### src/isf_pkg.sv
// constants and carrier types for the interrupt status flag block
package isf_pkg;
  localparam logic [7:0] ISF_READ_OPCODE = 8'hfe;
  localparam logic [15:0] ISF_RESET_VALUE = 16'h0000;
  localparam int ISF_DEADLINE_BIT = 15;
  localparam int ISF_ALARM_BIT = 14;
  localparam int ISF_FLIGHT_BIT = 12;
  localparam int ISF_THERMAL_BIT = 11;
  localparam int ISF_REGULATOR_BIT = 10;
  localparam int ISF_SEQ_FLIGHT_BIT = 9;
  localparam int ISF_SEQ_THERMAL_BIT = 8;
  localparam int ISF_FLASH_BIT = 7;
  localparam int ISF_CAL_BIT = 6;
  localparam int ISF_HALT_BIT = 5;
  localparam int ISF_TAMPER_BIT = 4;
  localparam int ISF_INIT_BIT = 3;
  localparam int ISF_POWER_BIT = 2;
  localparam logic [15:0] ISF_IMPLEMENTED_MASK = 16'hdffc;

  // one-cycle completion pulses from the measurement and command logic
  typedef struct packed {
    logic deadline_miss;
    logic alarm_match;
    logic flight_cmd_done;
    logic flight_cycle_done;
    logic thermal_cmd_done;
    logic thermal_cycle_done;
    logic regulator_stable;
    logic seq_flight_last;
    logic seq_thermal_last;
    logic flash_write_done;
    logic cal_done;
    logic cal_by_host;
    logic halt_done;
    logic init_done;
    logic power_up_done;
  } isf_events_t;

  // which command is running
  typedef struct packed {
    logic sequence_both_cmd;
    logic sequence_flight_cmd;
    logic sequence_thermal_cmd;
    logic flash_write_busy;
  } isf_mode_t;
endpackage : isf_pkg

### src/isf_top.sv
// interrupt status flag register with read-to-clear and interrupt pin
`timescale 1ns/100ps
module isf_top (
  input wire logic clock,
  input wire logic srst,
  input wire isf_pkg::isf_events_t events,
  input wire isf_pkg::isf_mode_t mode,
  input wire logic per_cycle_irq_enable,
  input wire logic irq_enable,
  input wire logic case_switch_pin,
  input wire logic read_strobe,
  input wire logic [7:0] read_opcode,
  output logic [15:0] interrupt_flags,
  output logic irq_n,
  output logic spi_available
);
  logic [15:0] flags_reg;
  logic [15:0] set_vec;
  logic status_read;
  logic irq_pending_reg;
  logic powered_reg;
  logic in_flight_seq;
  logic in_thermal_seq;

  assign status_read = read_strobe && (read_opcode == isf_pkg::ISF_READ_OPCODE);
  assign in_flight_seq = mode.sequence_both_cmd || mode.sequence_flight_cmd;
  assign in_thermal_seq = mode.sequence_both_cmd || mode.sequence_thermal_cmd;

  always_comb
  begin
    set_vec = 16'h0000;
    set_vec[isf_pkg::ISF_DEADLINE_BIT] = events.deadline_miss;
    set_vec[isf_pkg::ISF_ALARM_BIT] = events.alarm_match;
    set_vec[isf_pkg::ISF_FLIGHT_BIT] = events.flight_cmd_done
      || (events.flight_cycle_done && in_flight_seq && per_cycle_irq_enable);
    set_vec[isf_pkg::ISF_THERMAL_BIT] = events.thermal_cmd_done
      || (events.thermal_cycle_done && in_thermal_seq && per_cycle_irq_enable);
    set_vec[isf_pkg::ISF_REGULATOR_BIT] = events.regulator_stable;
    set_vec[isf_pkg::ISF_SEQ_FLIGHT_BIT] = events.seq_flight_last && in_flight_seq;
    set_vec[isf_pkg::ISF_SEQ_THERMAL_BIT] = events.seq_thermal_last && in_thermal_seq;
    set_vec[isf_pkg::ISF_FLASH_BIT] = events.flash_write_done;
    set_vec[isf_pkg::ISF_CAL_BIT] = events.cal_done && events.cal_by_host;
    set_vec[isf_pkg::ISF_HALT_BIT] = events.halt_done;
    set_vec[isf_pkg::ISF_TAMPER_BIT] = case_switch_pin;
    set_vec[isf_pkg::ISF_INIT_BIT] = events.init_done;
    set_vec[isf_pkg::ISF_POWER_BIT] = events.power_up_done && !powered_reg;
    set_vec = set_vec & isf_pkg::ISF_IMPLEMENTED_MASK;
  end

  // set wins over the read-clear
  always_ff @(posedge clock)
  begin
    if (srst)
      flags_reg <= isf_pkg::ISF_RESET_VALUE;
    else if (status_read)
      flags_reg <= set_vec;
    else
      flags_reg <= flags_reg | set_vec;
  end

  // pin latched on any flag set while irq_enable is high, released only by a status read
  always_ff @(posedge clock)
  begin
    if (srst)
      irq_pending_reg <= 1'b0;
    else if (irq_enable && (set_vec != 16'h0000))
      irq_pending_reg <= 1'b1;
    else if (status_read)
      irq_pending_reg <= 1'b0;
  end

  always_ff @(posedge clock)
  begin
    if (srst)
      powered_reg <= 1'b0;
    else if (events.power_up_done)
      powered_reg <= 1'b1;
  end

  assign interrupt_flags = flags_reg;
  assign irq_n = !irq_pending_reg;
  assign spi_available = powered_reg && !mode.flash_write_busy;

  // register access: read decode and read-clear
  clear_on_read_a: assert property (
    @(posedge clock) disable iff (srst)
    status_read && set_vec == 16'h0000
    |=> flags_reg == 16'h0000)
    else $error("flags not cleared by read");

  other_opcode_a: assert property (
    @(posedge clock) disable iff (srst)
    read_strobe && read_opcode != isf_pkg::ISF_READ_OPCODE && set_vec == 16'h0000
    |=> $stable(flags_reg))
    else $error("flags changed by foreign opcode");

  // completion and timeout events reach their flag one cycle later
  deadline_set_a: assert property (
    @(posedge clock) disable iff (srst)
    events.deadline_miss
    |=> flags_reg[15])
    else $error("deadline flag missing");

  alarm_set_a: assert property (
    @(posedge clock) disable iff (srst)
    events.alarm_match
    |=> flags_reg[14])
    else $error("alarm flag missing");

  flight_cmd_a: assert property (
    @(posedge clock) disable iff (srst)
    events.flight_cmd_done
    |=> flags_reg[isf_pkg::ISF_FLIGHT_BIT])
    else $error("flight command flag missing");

  flight_cycle_a: assert property (
    @(posedge clock) disable iff (srst)
    events.flight_cycle_done && mode.sequence_flight_cmd && per_cycle_irq_enable
    |=> flags_reg[12])
    else $error("per-cycle flight flag missing");

  flight_quiet_a: assert property (
    @(posedge clock) disable iff (srst)
    events.flight_cycle_done && !per_cycle_irq_enable && !events.flight_cmd_done && !flags_reg[12]
    |=> !flags_reg[12])
    else $error("flight flag set without enable");

  thermal_cmd_a: assert property (
    @(posedge clock) disable iff (srst)
    events.thermal_cmd_done
    |=> flags_reg[isf_pkg::ISF_THERMAL_BIT])
    else $error("thermal command flag missing");

  thermal_seq_a: assert property (
    @(posedge clock) disable iff (srst)
    events.thermal_cycle_done && mode.sequence_thermal_cmd && per_cycle_irq_enable
    |=> flags_reg[11])
    else $error("per-cycle thermal flag missing");

  thermal_cycle_a: assert property (
    @(posedge clock) disable iff (srst)
    events.thermal_cycle_done && !per_cycle_irq_enable && !events.thermal_cmd_done && !flags_reg[11]
    |=> !flags_reg[11])
    else $error("thermal flag set without enable");

  regulator_set_a: assert property (
    @(posedge clock) disable iff (srst)
    events.regulator_stable
    |=> flags_reg[isf_pkg::ISF_REGULATOR_BIT])
    else $error("regulator flag missing");

  // sequence results only while the matching sequence runs
  seq_flight_a: assert property (
    @(posedge clock) disable iff (srst)
    events.seq_flight_last && mode.sequence_flight_cmd
    |=> flags_reg[isf_pkg::ISF_SEQ_FLIGHT_BIT])
    else $error("flight sequence flag missing");

  seq_flight_idle_a: assert property (
    @(posedge clock) disable iff (srst)
    events.seq_flight_last && !in_flight_seq && !flags_reg[9]
    |=> !flags_reg[9])
    else $error("flight sequence flag outside sequence");

  seq_thermal_a: assert property (
    @(posedge clock) disable iff (srst)
    events.seq_thermal_last && mode.sequence_thermal_cmd
    |=> flags_reg[isf_pkg::ISF_SEQ_THERMAL_BIT])
    else $error("thermal sequence flag missing");

  seq_thermal_idle_a: assert property (
    @(posedge clock) disable iff (srst)
    events.seq_thermal_last && !in_thermal_seq && !flags_reg[8]
    |=> !flags_reg[8])
    else $error("thermal sequence flag outside sequence");

  // flash writes lock the serial port until done
  flash_set_a: assert property (
    @(posedge clock) disable iff (srst)
    events.flash_write_done
    |=> flags_reg[isf_pkg::ISF_FLASH_BIT])
    else $error("flash flag missing");

  flash_spi_a: assert property (
    @(posedge clock) disable iff (srst)
    mode.flash_write_busy
    |-> !spi_available)
    else $error("spi open during flash write");

  spi_back_a: assert property (
    @(posedge clock) disable iff (srst)
    powered_reg && !mode.flash_write_busy
    |-> spi_available)
    else $error("spi not reopened");

  cal_host_a: assert property (
    @(posedge clock) disable iff (srst)
    events.cal_done && events.cal_by_host
    |=> flags_reg[isf_pkg::ISF_CAL_BIT])
    else $error("host calibration flag missing");

  cal_auto_a: assert property (
    @(posedge clock) disable iff (srst)
    events.cal_done && !events.cal_by_host && !flags_reg[6]
    |=> !flags_reg[6])
    else $error("automatic calibration set flag");

  halt_set_a: assert property (
    @(posedge clock) disable iff (srst)
    events.halt_done
    |=> flags_reg[isf_pkg::ISF_HALT_BIT])
    else $error("halt flag missing");

  tamper_set_a: assert property (
    @(posedge clock) disable iff (srst)
    case_switch_pin
    |=> flags_reg[4])
    else $error("tamper flag missing");

  init_set_a: assert property (
    @(posedge clock) disable iff (srst)
    events.init_done
    |=> flags_reg[isf_pkg::ISF_INIT_BIT])
    else $error("initialize flag missing");

  // power-up flag only once, port closed before it
  power_set_a: assert property (
    @(posedge clock) disable iff (srst)
    events.power_up_done && !powered_reg
    |=> flags_reg[isf_pkg::ISF_POWER_BIT] && spi_available == !mode.flash_write_busy)
    else $error("power-up flag missing");

  power_once_a: assert property (
    @(posedge clock) disable iff (srst)
    powered_reg && !flags_reg[2]
    |=> !flags_reg[2])
    else $error("power-up flag set twice");

  spi_locked_a: assert property (
    @(posedge clock) disable iff (srst)
    !powered_reg
    |-> !spi_available)
    else $error("spi open before power-up");

  // interrupt pin
  irq_raise_a: assert property (
    @(posedge clock) disable iff (srst)
    irq_enable && set_vec != 16'h0000
    |=> !irq_n)
    else $error("interrupt not raised");

  irq_hold_a: assert property (
    @(posedge clock) disable iff (srst)
    !irq_n && !status_read
    |=> !irq_n)
    else $error("interrupt dropped without read");

  irq_release_a: assert property (
    @(posedge clock) disable iff (srst)
    status_read && (!irq_enable || set_vec == 16'h0000)
    |=> irq_n)
    else $error("interrupt not released by read");

  reserved_zero_a: assert property (
    @(posedge clock) disable iff (srst)
    1'b1
    |-> (flags_reg & ~isf_pkg::ISF_IMPLEMENTED_MASK) == 16'h0000)
    else $error("reserved bit set");

  // each flag stands until a read; a set in the read cycle wins
  for (genvar i = 0; i < 16; i++)
  begin : g_flag_check
    if (isf_pkg::ISF_IMPLEMENTED_MASK[i])
    begin : g_impl
      flag_hold_a: assert property (
        @(posedge clock) disable iff (srst)
        flags_reg[i] && !status_read
        |=> flags_reg[i])
        else $error("flag dropped without read");

      set_wins_a: assert property (
        @(posedge clock) disable iff (srst)
        status_read && set_vec[i]
        |=> flags_reg[i])
        else $error("flag lost when set during read");
    end
  end

  // main scenarios
  read_clear_c: cover property (
    @(posedge clock) disable iff (srst)
    !irq_n ##1 status_read ##1 irq_n);

  set_on_read_c: cover property (
    @(posedge clock) disable iff (srst)
    status_read && set_vec != 16'h0000);

  power_up_c: cover property (
    @(posedge clock) disable iff (srst)
    events.power_up_done ##1 spi_available);

  flash_done_c: cover property (
    @(posedge clock) disable iff (srst)
    events.flash_write_done ##1 spi_available);

  seq_cycle_c: cover property (
    @(posedge clock) disable iff (srst)
    events.flight_cycle_done && mode.sequence_flight_cmd && per_cycle_irq_enable);
endmodule : isf_top

### config.mk
export PLATFORM = sky130hd
export DESIGN_NAME = isf_top
export DESIGN_NICKNAME = d
export VERILOG_FILES = /design/src/isf_pkg.sv /design/src/isf_top.sv
export SDC_FILE = /design/constraint.sdc
export NUM_CORES = 1
export LEC_CHECK = 0
export ABC_AREA = 1
export BUFFER_PORTS_ARGS = -buffer_cell sky130_fd_sc_hd__buf_2
export CAP_MARGIN = 20
export CORE_MARGIN = 3
export CORE_UTILIZATION = 35
export DETAILED_ROUTE_END_ITERATION = 10
export PLACE_DENSITY_LB_ADDON = 0.05
export SLEW_MARGIN = 20
export SYNTH_ARGS = -nofsm -noshare
export SYNTH_HDL_FRONTEND = slang
export SYNTH_SLANG_ARGS = --single-unit
### constraint.sdc
create_clock -name clock -period 1.04 [get_ports clock]
set_input_delay 0.052 -clock clock [delete_from_list [all_inputs] [get_ports clock]]
set_output_delay 0.052 -clock clock [all_outputs]
set_load 0.005 [all_outputs]
==> impl_metrics.py, run 1 <==
metrics = {
    "setup_path": {
        "cp_data_required_time_ns": 1.22,
        "timing.critical_path.fanout_max": 2,
        "timing_worst_setup_path_type": "primary input to flop",
        "crit-reg2reg-launch": "powered_reg",
        "cp-end-kind": "flop",
        "r2r_setup_slack_ns": 0.14,
        "cp_launch_point": "events[14]",
        "crit_arrival_ns": 1.15,
        "timing.critical_path.from_type": "primary input",
    },
    "clock_network": {
        "clk_pin_slew_ns": 0.09,
        "cts_tree": "yes",
        "clk_latency_ns": 0.29,
        "number_of_clock_sinks_seen_by_cts": 15,
        "htree_levels": 1,
        "setup_buffers_after_cts": 0,
        "cts.path.max_buffers": 2,
        "cts_buffers": 3,
        "cts-root-buf": "sky130_fd_sc_hd__clkbuf_4",
    },
    "routing": {
        "final_antenna_net_count": 0,
        "drc": 0,
        "totalWireLength_um": 1650,
        "drtPass1Iterations": 3,
        "post_drt_via_cell_ratio": 4.24,
        "drt-wirelength-per-cell_um": 10.2,
        "first_iter_violations": 2,
        "vias": 687,
    },
    "layout": {
        "layout-drive-gt1-share": 0.413,
        "syn2layout_area_growth_pct": 46.4,
        "fin_area_um2": 956,
        "post_route_non_filler_standard_cell_count": 162,
        "fin_nets": 172,
        "n_antenna_cell": 0,
        "largest_register_ffs": 13,
    },
    "sta": {
        "hold_viol_final": 0,
        "final_period_minus_worst_setup_slack_ns": 0.966,
        "number_of_max_slew_violations_in_the_final_report": 0,
        "setup_repair_after_global_routing_missed_its_margin": "false",
        "setup_viol_count_final": 0,
        "holdWs_ns": 0.0261,
        "totalNegativeSetupSlack_ns": 0,
        "post-route-period-util": 0.929,
        "skew_ns": 0.0114,
        "max_freq_mhz": 1030,
    },
    "place": {
        "dpl-instance-area_um2": 888,
        "place.gp.congestion": 0.691,
        "dp_wirelength_um": 1300,
        "dp_cells": 155,
        "port_buffers": 47,
    },
    "synthesis": {
        "synthFlopType": "sky130_fd_sc_hd__dfxtp_1",
        "synth_largest_area_cell": "sky130_fd_sc_hd__dfxtp_1",
        "synth.ff_latch_count": 15,
        "syn-cell-area_um2": 653,
        "yosys_warnings": 0,
        "post_synth_most_frequent_cells": "sky130_fd_sc_hd__nand2_1, sky130_fd_sc_hd__dfxtp_1, sky130_fd_sc_hd__nor2_1",
        "synth_sequential_area_ratio": 0.460,
        "edff_count_synth": 0,
        "avgSynthCellArea_um2": 7.51,
        "ys_async_sr_fraction": 0,
        "yosys.area.top_type_share": 0.460,
        "synthTopCellsByArea": "sky130_fd_sc_hd__dfxtp_1, sky130_fd_sc_hd__nand2_1, sky130_fd_sc_hd__a21oi_1, sky130_fd_sc_hd__nor2_1, sky130_fd_sc_hd__inv_1",
        "synth_most_common_cell": "sky130_fd_sc_hd__nand2_1",
        "netlist_instances": 87,
        "synth.lib_cells_used.distinct": 16,
    },
    "grt": {
        "track_usage": 0.142,
        "wire_length_of_the_first_global_routing_pass_um": 2700,
        "grt_max_degree": 16,
        "antenna_found_initial": 0,
        "vias_in_the_first_global_route": 682,
        "overflow": 0,
    },
    "die": {
        "floorplan.die.width_um": 49.2,
        "ios": 51,
        "num_rows": 14,
        "dieHeight_um": 49.2,
        "die_area_mm2": 0.00242,
        "core_area_mm2": 0.00163,
        "initial_core_utilization": 0.401,
    },
    "pwr": {
        "cellLeakagePower_uw": 0.000523,
        "power_per_unit_of_standard_cell_area_mw_per_mm2": 1240,
        "vdd_ir_drop_max_v": 0.000948,
    },
    "outcome": {
        "status": "finished, final reports clean",
    },
    "min_path": {
        "min_from": "events[3]",
        "holdCritPathClass": "primary input to flop",
    },
    "run": {
        "maxCapViolations": 0,
    },
}
layout by cell type, fill, tap and decap left out:
| master | n |
|---|---|
| sky130_fd_sc_hd__inv_1 | 9 |
| sky130_fd_sc_hd__a21oi_2 | 3 |
| sky130_fd_sc_hd__and3_1 | 1 |
| sky130_fd_sc_hd__nand4_4 | 1 |
| sky130_fd_sc_hd__dlygate4sd3_1 | 4 |
| sky130_fd_sc_hd__a21oi_1 | 12 |
| sky130_fd_sc_hd__buf_2 | 46 |
| sky130_fd_sc_hd__o21ai_0 | 2 |
| sky130_fd_sc_hd__nand2_1 | 19 |
| sky130_fd_sc_hd__clkinv_2 | 1 |
| sky130_fd_sc_hd__nor2_1 | 13 |
| sky130_fd_sc_hd__dfxtp_1 | 15 |
| sky130_fd_sc_hd__o21bai_1 | 2 |
| sky130_fd_sc_hd__nand3_1 | 1 |
| sky130_fd_sc_hd__nor2_2 | 3 |
| sky130_fd_sc_hd__conb_1 | 3 |
| sky130_fd_sc_hd__clkbuf_4 | 3 |
worst paths after layout:
| kind | to | depth (start not counted) |
|---|---|---|
| setup / recovery | irq_pending_reg | 8 |
| hold / removal | interrupt_flags[6] | 3 |
| setup reg to reg | irq_pending_reg | 7 |
| hold reg to reg | interrupt_flags[4] | 2 |
logic make-up after synthesis:
group / after synthesis / synth area share
compound gates: 19 / 0.171
buf+inv: 14 / 0.109
flops: 15 / 0.460
other cells: 1 / 0.00574
simple gates: 38 / 0.255
critical path, cell delays in order:
cell                            delay (ns)
sky130_fd_sc_hd__dlygate4sd3_1        0.54
sky130_fd_sc_hd__buf_2                0.13
sky130_fd_sc_hd__nor2_1               0.09
sky130_fd_sc_hd__nand3_1              0.07
sky130_fd_sc_hd__nor2_1               0.11
sky130_fd_sc_hd__nand2_1              0.05
sky130_fd_sc_hd__nand2_1              0.05
sky130_fd_sc_hd__a21oi_1              0.05
metrics by stage:
| step | util | power [uW] | worst slack (ns) |
|---|---|---|---|
| 2_1_floorplan | - | 747 | 0.220 |
| 3_3_place_gp | 0.545 | 850 | 0.112 |
| 3_5_place_dp | 0.545 | 856 | 0.0876 |
| 4_1_cts | 0.587 | 1200 | 0.0126 |
| 5_1_grt | 0.587 | 1260 | 0.00538 |
| 6_report | 0.587 | 1180 | 0.0737 |
timing repair:
action | in CTS | in global routing
endpoints found under the setup margin | 0 | 1
hold endpoints to repair | 4 | 0
hold buffers | 4 | 0
gates resized for setup | 0 | 2
cell type report:
type                       count  area [um2]
fill                         172         673
sequential                    15         300
multi-input combinational     60         294
timing repair buffer          50         270
inverter                       9        33.8
tap                           24        30.0
clock buffer                   3        22.5
clock inverter                 1        5.00
power breakdown:
group          leakage, uW  internal, uW  switching [uW]
registers         0.000126           617            21.4
clock network    0.0000177           143             188
logic             0.000380           116            98.7
per-layer routing:
metal  wire, um  track usage
met1        650        0.149
met2        792        0.246
met3        190       0.0734
met4         13       0.0427
met5          0            0
(Power assumes the default switching activity.)
==> run 2, diff against run 1 <==
--- a/config.mk
+++ b/config.mk
@@ -11,6 +11,7 @@
 export CORE_MARGIN = 3
 export CORE_UTILIZATION = 35
 export DETAILED_ROUTE_END_ITERATION = 10
+export HOLD_SLACK_MARGIN = 0.08
 export PLACE_DENSITY_LB_ADDON = 0.05
 export SLEW_MARGIN = 20
 export SYNTH_ARGS = -nofsm -noshare
==> run 2 against run 1 <==
Against the previous run: via count grew 4.1%; clock power hardly changed; sequential power hardly changed; first-iteration DRC count unchanged; final cell count rose by 4.3%; sequential share of layout area is 2.9 points lower.
==> impl_metrics.py, run 2 (synthesis results as in run 1) <==
metrics = {
    "outcome": {
        "status": "finished, final reports clean",
    },
    "layout": {
        "fin_area_mm2": 0.00105,
        "layout_commonest_cell": "sky130_fd_sc_hd__buf_2",
        "n_antenna_cell": 0,
        "fillers": 166,
        "layout-drive-gt1-share": 0.414,
        "fin_nets": 179,
        "layout.cells.most_common_list": "sky130_fd_sc_hd__buf_2, sky130_fd_sc_hd__nand2_1, sky130_fd_sc_hd__dfxtp_1",
        "post_route_non_filler_standard_cell_count": 169,
        "largest_register_ffs": 13,
        "syn2layout_area_growth_pct": 61.3,
    },
    "sta": {
        "post-route-period-util": 0.912,
        "max_freq_mhz": 1050,
        "worst_slack_ns": 0.0920,
        "setup_viol_count_final": 0,
        "skew_ns": 0.0107,
        "hold_viol_final": 0,
        "totalNegativeSetupSlack_ns": 0,
        "final_period_minus_worst_setup_slack_ns": 0.948,
        "holdWs_ns": 0.0711,
        "setup_repair_after_global_routing_missed_its_margin": "false",
        "number_of_max_slew_violations_in_the_final_report": 0,
    },
    "pwr": {
        "power.share.sequential": 0.525,
        "cellLeakagePower_uw": 0.000564,
        "net-switching-power_uw": 316,
        "power_per_unit_of_standard_cell_area_mw_per_mm2": 1150,
        "clock_power_share": 0.272,
        "combinational_fraction_of_design_power": 0.203,
        "cellInternalPower_uw": 900,
        "power_switching_share": 0.260,
        "vdd_ir_drop_max_v": 0.000948,
    },
    "clock_network": {
        "cts_tree": "yes",
        "cts-root-buf": "sky130_fd_sc_hd__clkbuf_4",
        "clk_latency_ns": 0.29,
        "clk_pin_slew_ns": 0.09,
        "cts_buffers": 3,
        "cts.path.max_buffers": 2,
        "number_of_clock_sinks_seen_by_cts": 15,
        "htree_levels": 1,
    },
    "die": {
        "die_area_mm2": 0.00242,
        "floorplan.die.width_um": 49.2,
        "initial_core_utilization": 0.401,
        "dieHeight_um": 49.2,
        "num_rows": 14,
        "ios": 51,
        "core_area_mm2": 0.00163,
    },
    "place": {
        "dpl-instance-area_um2": 888,
        "dp_wirelength_um": 1300,
        "port_buffers": 47,
        "dp_cells": 155,
        "dpl_worst_slack_ns": 0.0876,
        "place.gp.congestion": 0.691,
    },
    "grt": {
        "use_met3": 0.0765,
        "top_usage_layer": "met2",
        "overflow": 0,
        "grt_max_degree": 16,
        "use_met1": 0.158,
        "track_usage": 0.151,
        "vias_in_the_first_global_route": 712,
        "antenna_found_initial": 0,
        "use_met2": 0.263,
        "wire_length_of_the_first_global_routing_pass_um": 2860,
    },
    "setup_path": {
        "timing.critical_path.from_type": "primary input",
        "crit-reg2reg-launch": "powered_reg",
        "cp_data_required_time_ns": 1.22,
        "timing_worst_setup_path_type": "primary input to flop",
        "cp-end-kind": "flop",
        "timing.critical_path.fanout_max": 2,
        "crit_arrival_ns": 1.13,
        "cp_launch_point": "events[14]",
    },
    "routing": {
        "vias": 715,
        "drtPass1Iterations": 4,
        "totalWireLength_um": 1750,
        "post_drt_via_cell_ratio": 4.23,
        "drc": 0,
        "drt-wirelength-per-cell_um": 10.3,
        "first_iter_violations": 2,
        "final_antenna_net_count": 0,
    },
    "run": {
        "maxCapViolations": 0,
    },
    "min_path": {
        "min_from": "mode[1]",
        "holdCritPathClass": "primary input to flop",
    },
}
==> run 2: changes by cell type in the layout (fill, tap and decap cells not counted), sizes merged <==
| cell | before | now |
|---|---|---|
| dlygate4sd3 | 4 | 12 |
| buf | 46 | 44 |
| dlymetal6s4s | 0 | 1 |
==> run 2: area by class of cell <==
| cell class | count | area, um2 | area share |
|---|---|---|---|
| Tap cell | 24 | 30.0 | 0.0285 |
| Clock inverter | 1 | 5.00 | 0.00475 |
| Sequential cell | 15 | 300 | 0.285 |
| Inverter | 9 | 33.8 | 0.0321 |
| Clock buffer | 3 | 22.5 | 0.0214 |
| Multi-Input combinational cell | 60 | 307 | 0.291 |
| Timing Repair Buffer | 57 | 355 | 0.337 |
==> run 2: power by group through the flow <==
| stage | combinational, uW | sequential (uW) | clock (uW) |
|---|---|---|---|
| after floorplan | 91.7 | 655 | 0 |
| after global placement | 200 | 651 | 0 |
| after detailed placement | 205 | 651 | 0 |
| after CTS | 243 | 638 | 345 |
| after global routing | 279 | 644 | 371 |
| final | 247 | 638 | 330 |
==> run 2: path summary, 6_finish.rpt <==
check | slack [ns] | depth (start not counted) | end
worst max register to register | 0.14 | 7 | irq_pending_reg
worst min register to register | 0.46 | 2 | interrupt_flags[4]
worst min-delay path | 0.07 | 3 | interrupt_flags[8]
worst max-delay path | 0.09 | 8 | irq_pending_reg
==> run 2: critical path: stages <==
cell and delay (ns):
sky130_fd_sc_hd__dlygate4sd3_1 0.54, sky130_fd_sc_hd__buf_2 0.13, sky130_fd_sc_hd__nor2_1 0.08, sky130_fd_sc_hd__nand3_1 0.07, sky130_fd_sc_hd__nor2_1 0.10, sky130_fd_sc_hd__nand2_1 0.05
sky130_fd_sc_hd__nand2_1 0.05, sky130_fd_sc_hd__a21oi_1 0.05
==> run 2: through the flow <==
stage,total power [uW],utilization
2_1_floorplan,747,-
3_3_place_gp,850,0.545
3_5_place_dp,856,0.545
4_1_cts,1230,0.642
5_1_grt,1290,0.647
6_report,1220,0.647
==> run 2: what timing repair did <==
| item | CTS | global route |
|---|---|---|
| setup endpoints to repair | 0 | 1 |
| hold buffers | 13 | 0 |
| buffers inserted | 0 | 1 |
| endpoints found under the hold margin | 12 | 0 |
| gates resized for setup | 0 | 10 |
==> run 2: routing by layer <==
layer	share of wire	up-vias
met4	0.0074	0
li1	-	384
met3	0.11	2
met5	0	-
met2	0.49	33
met1	0.39	296
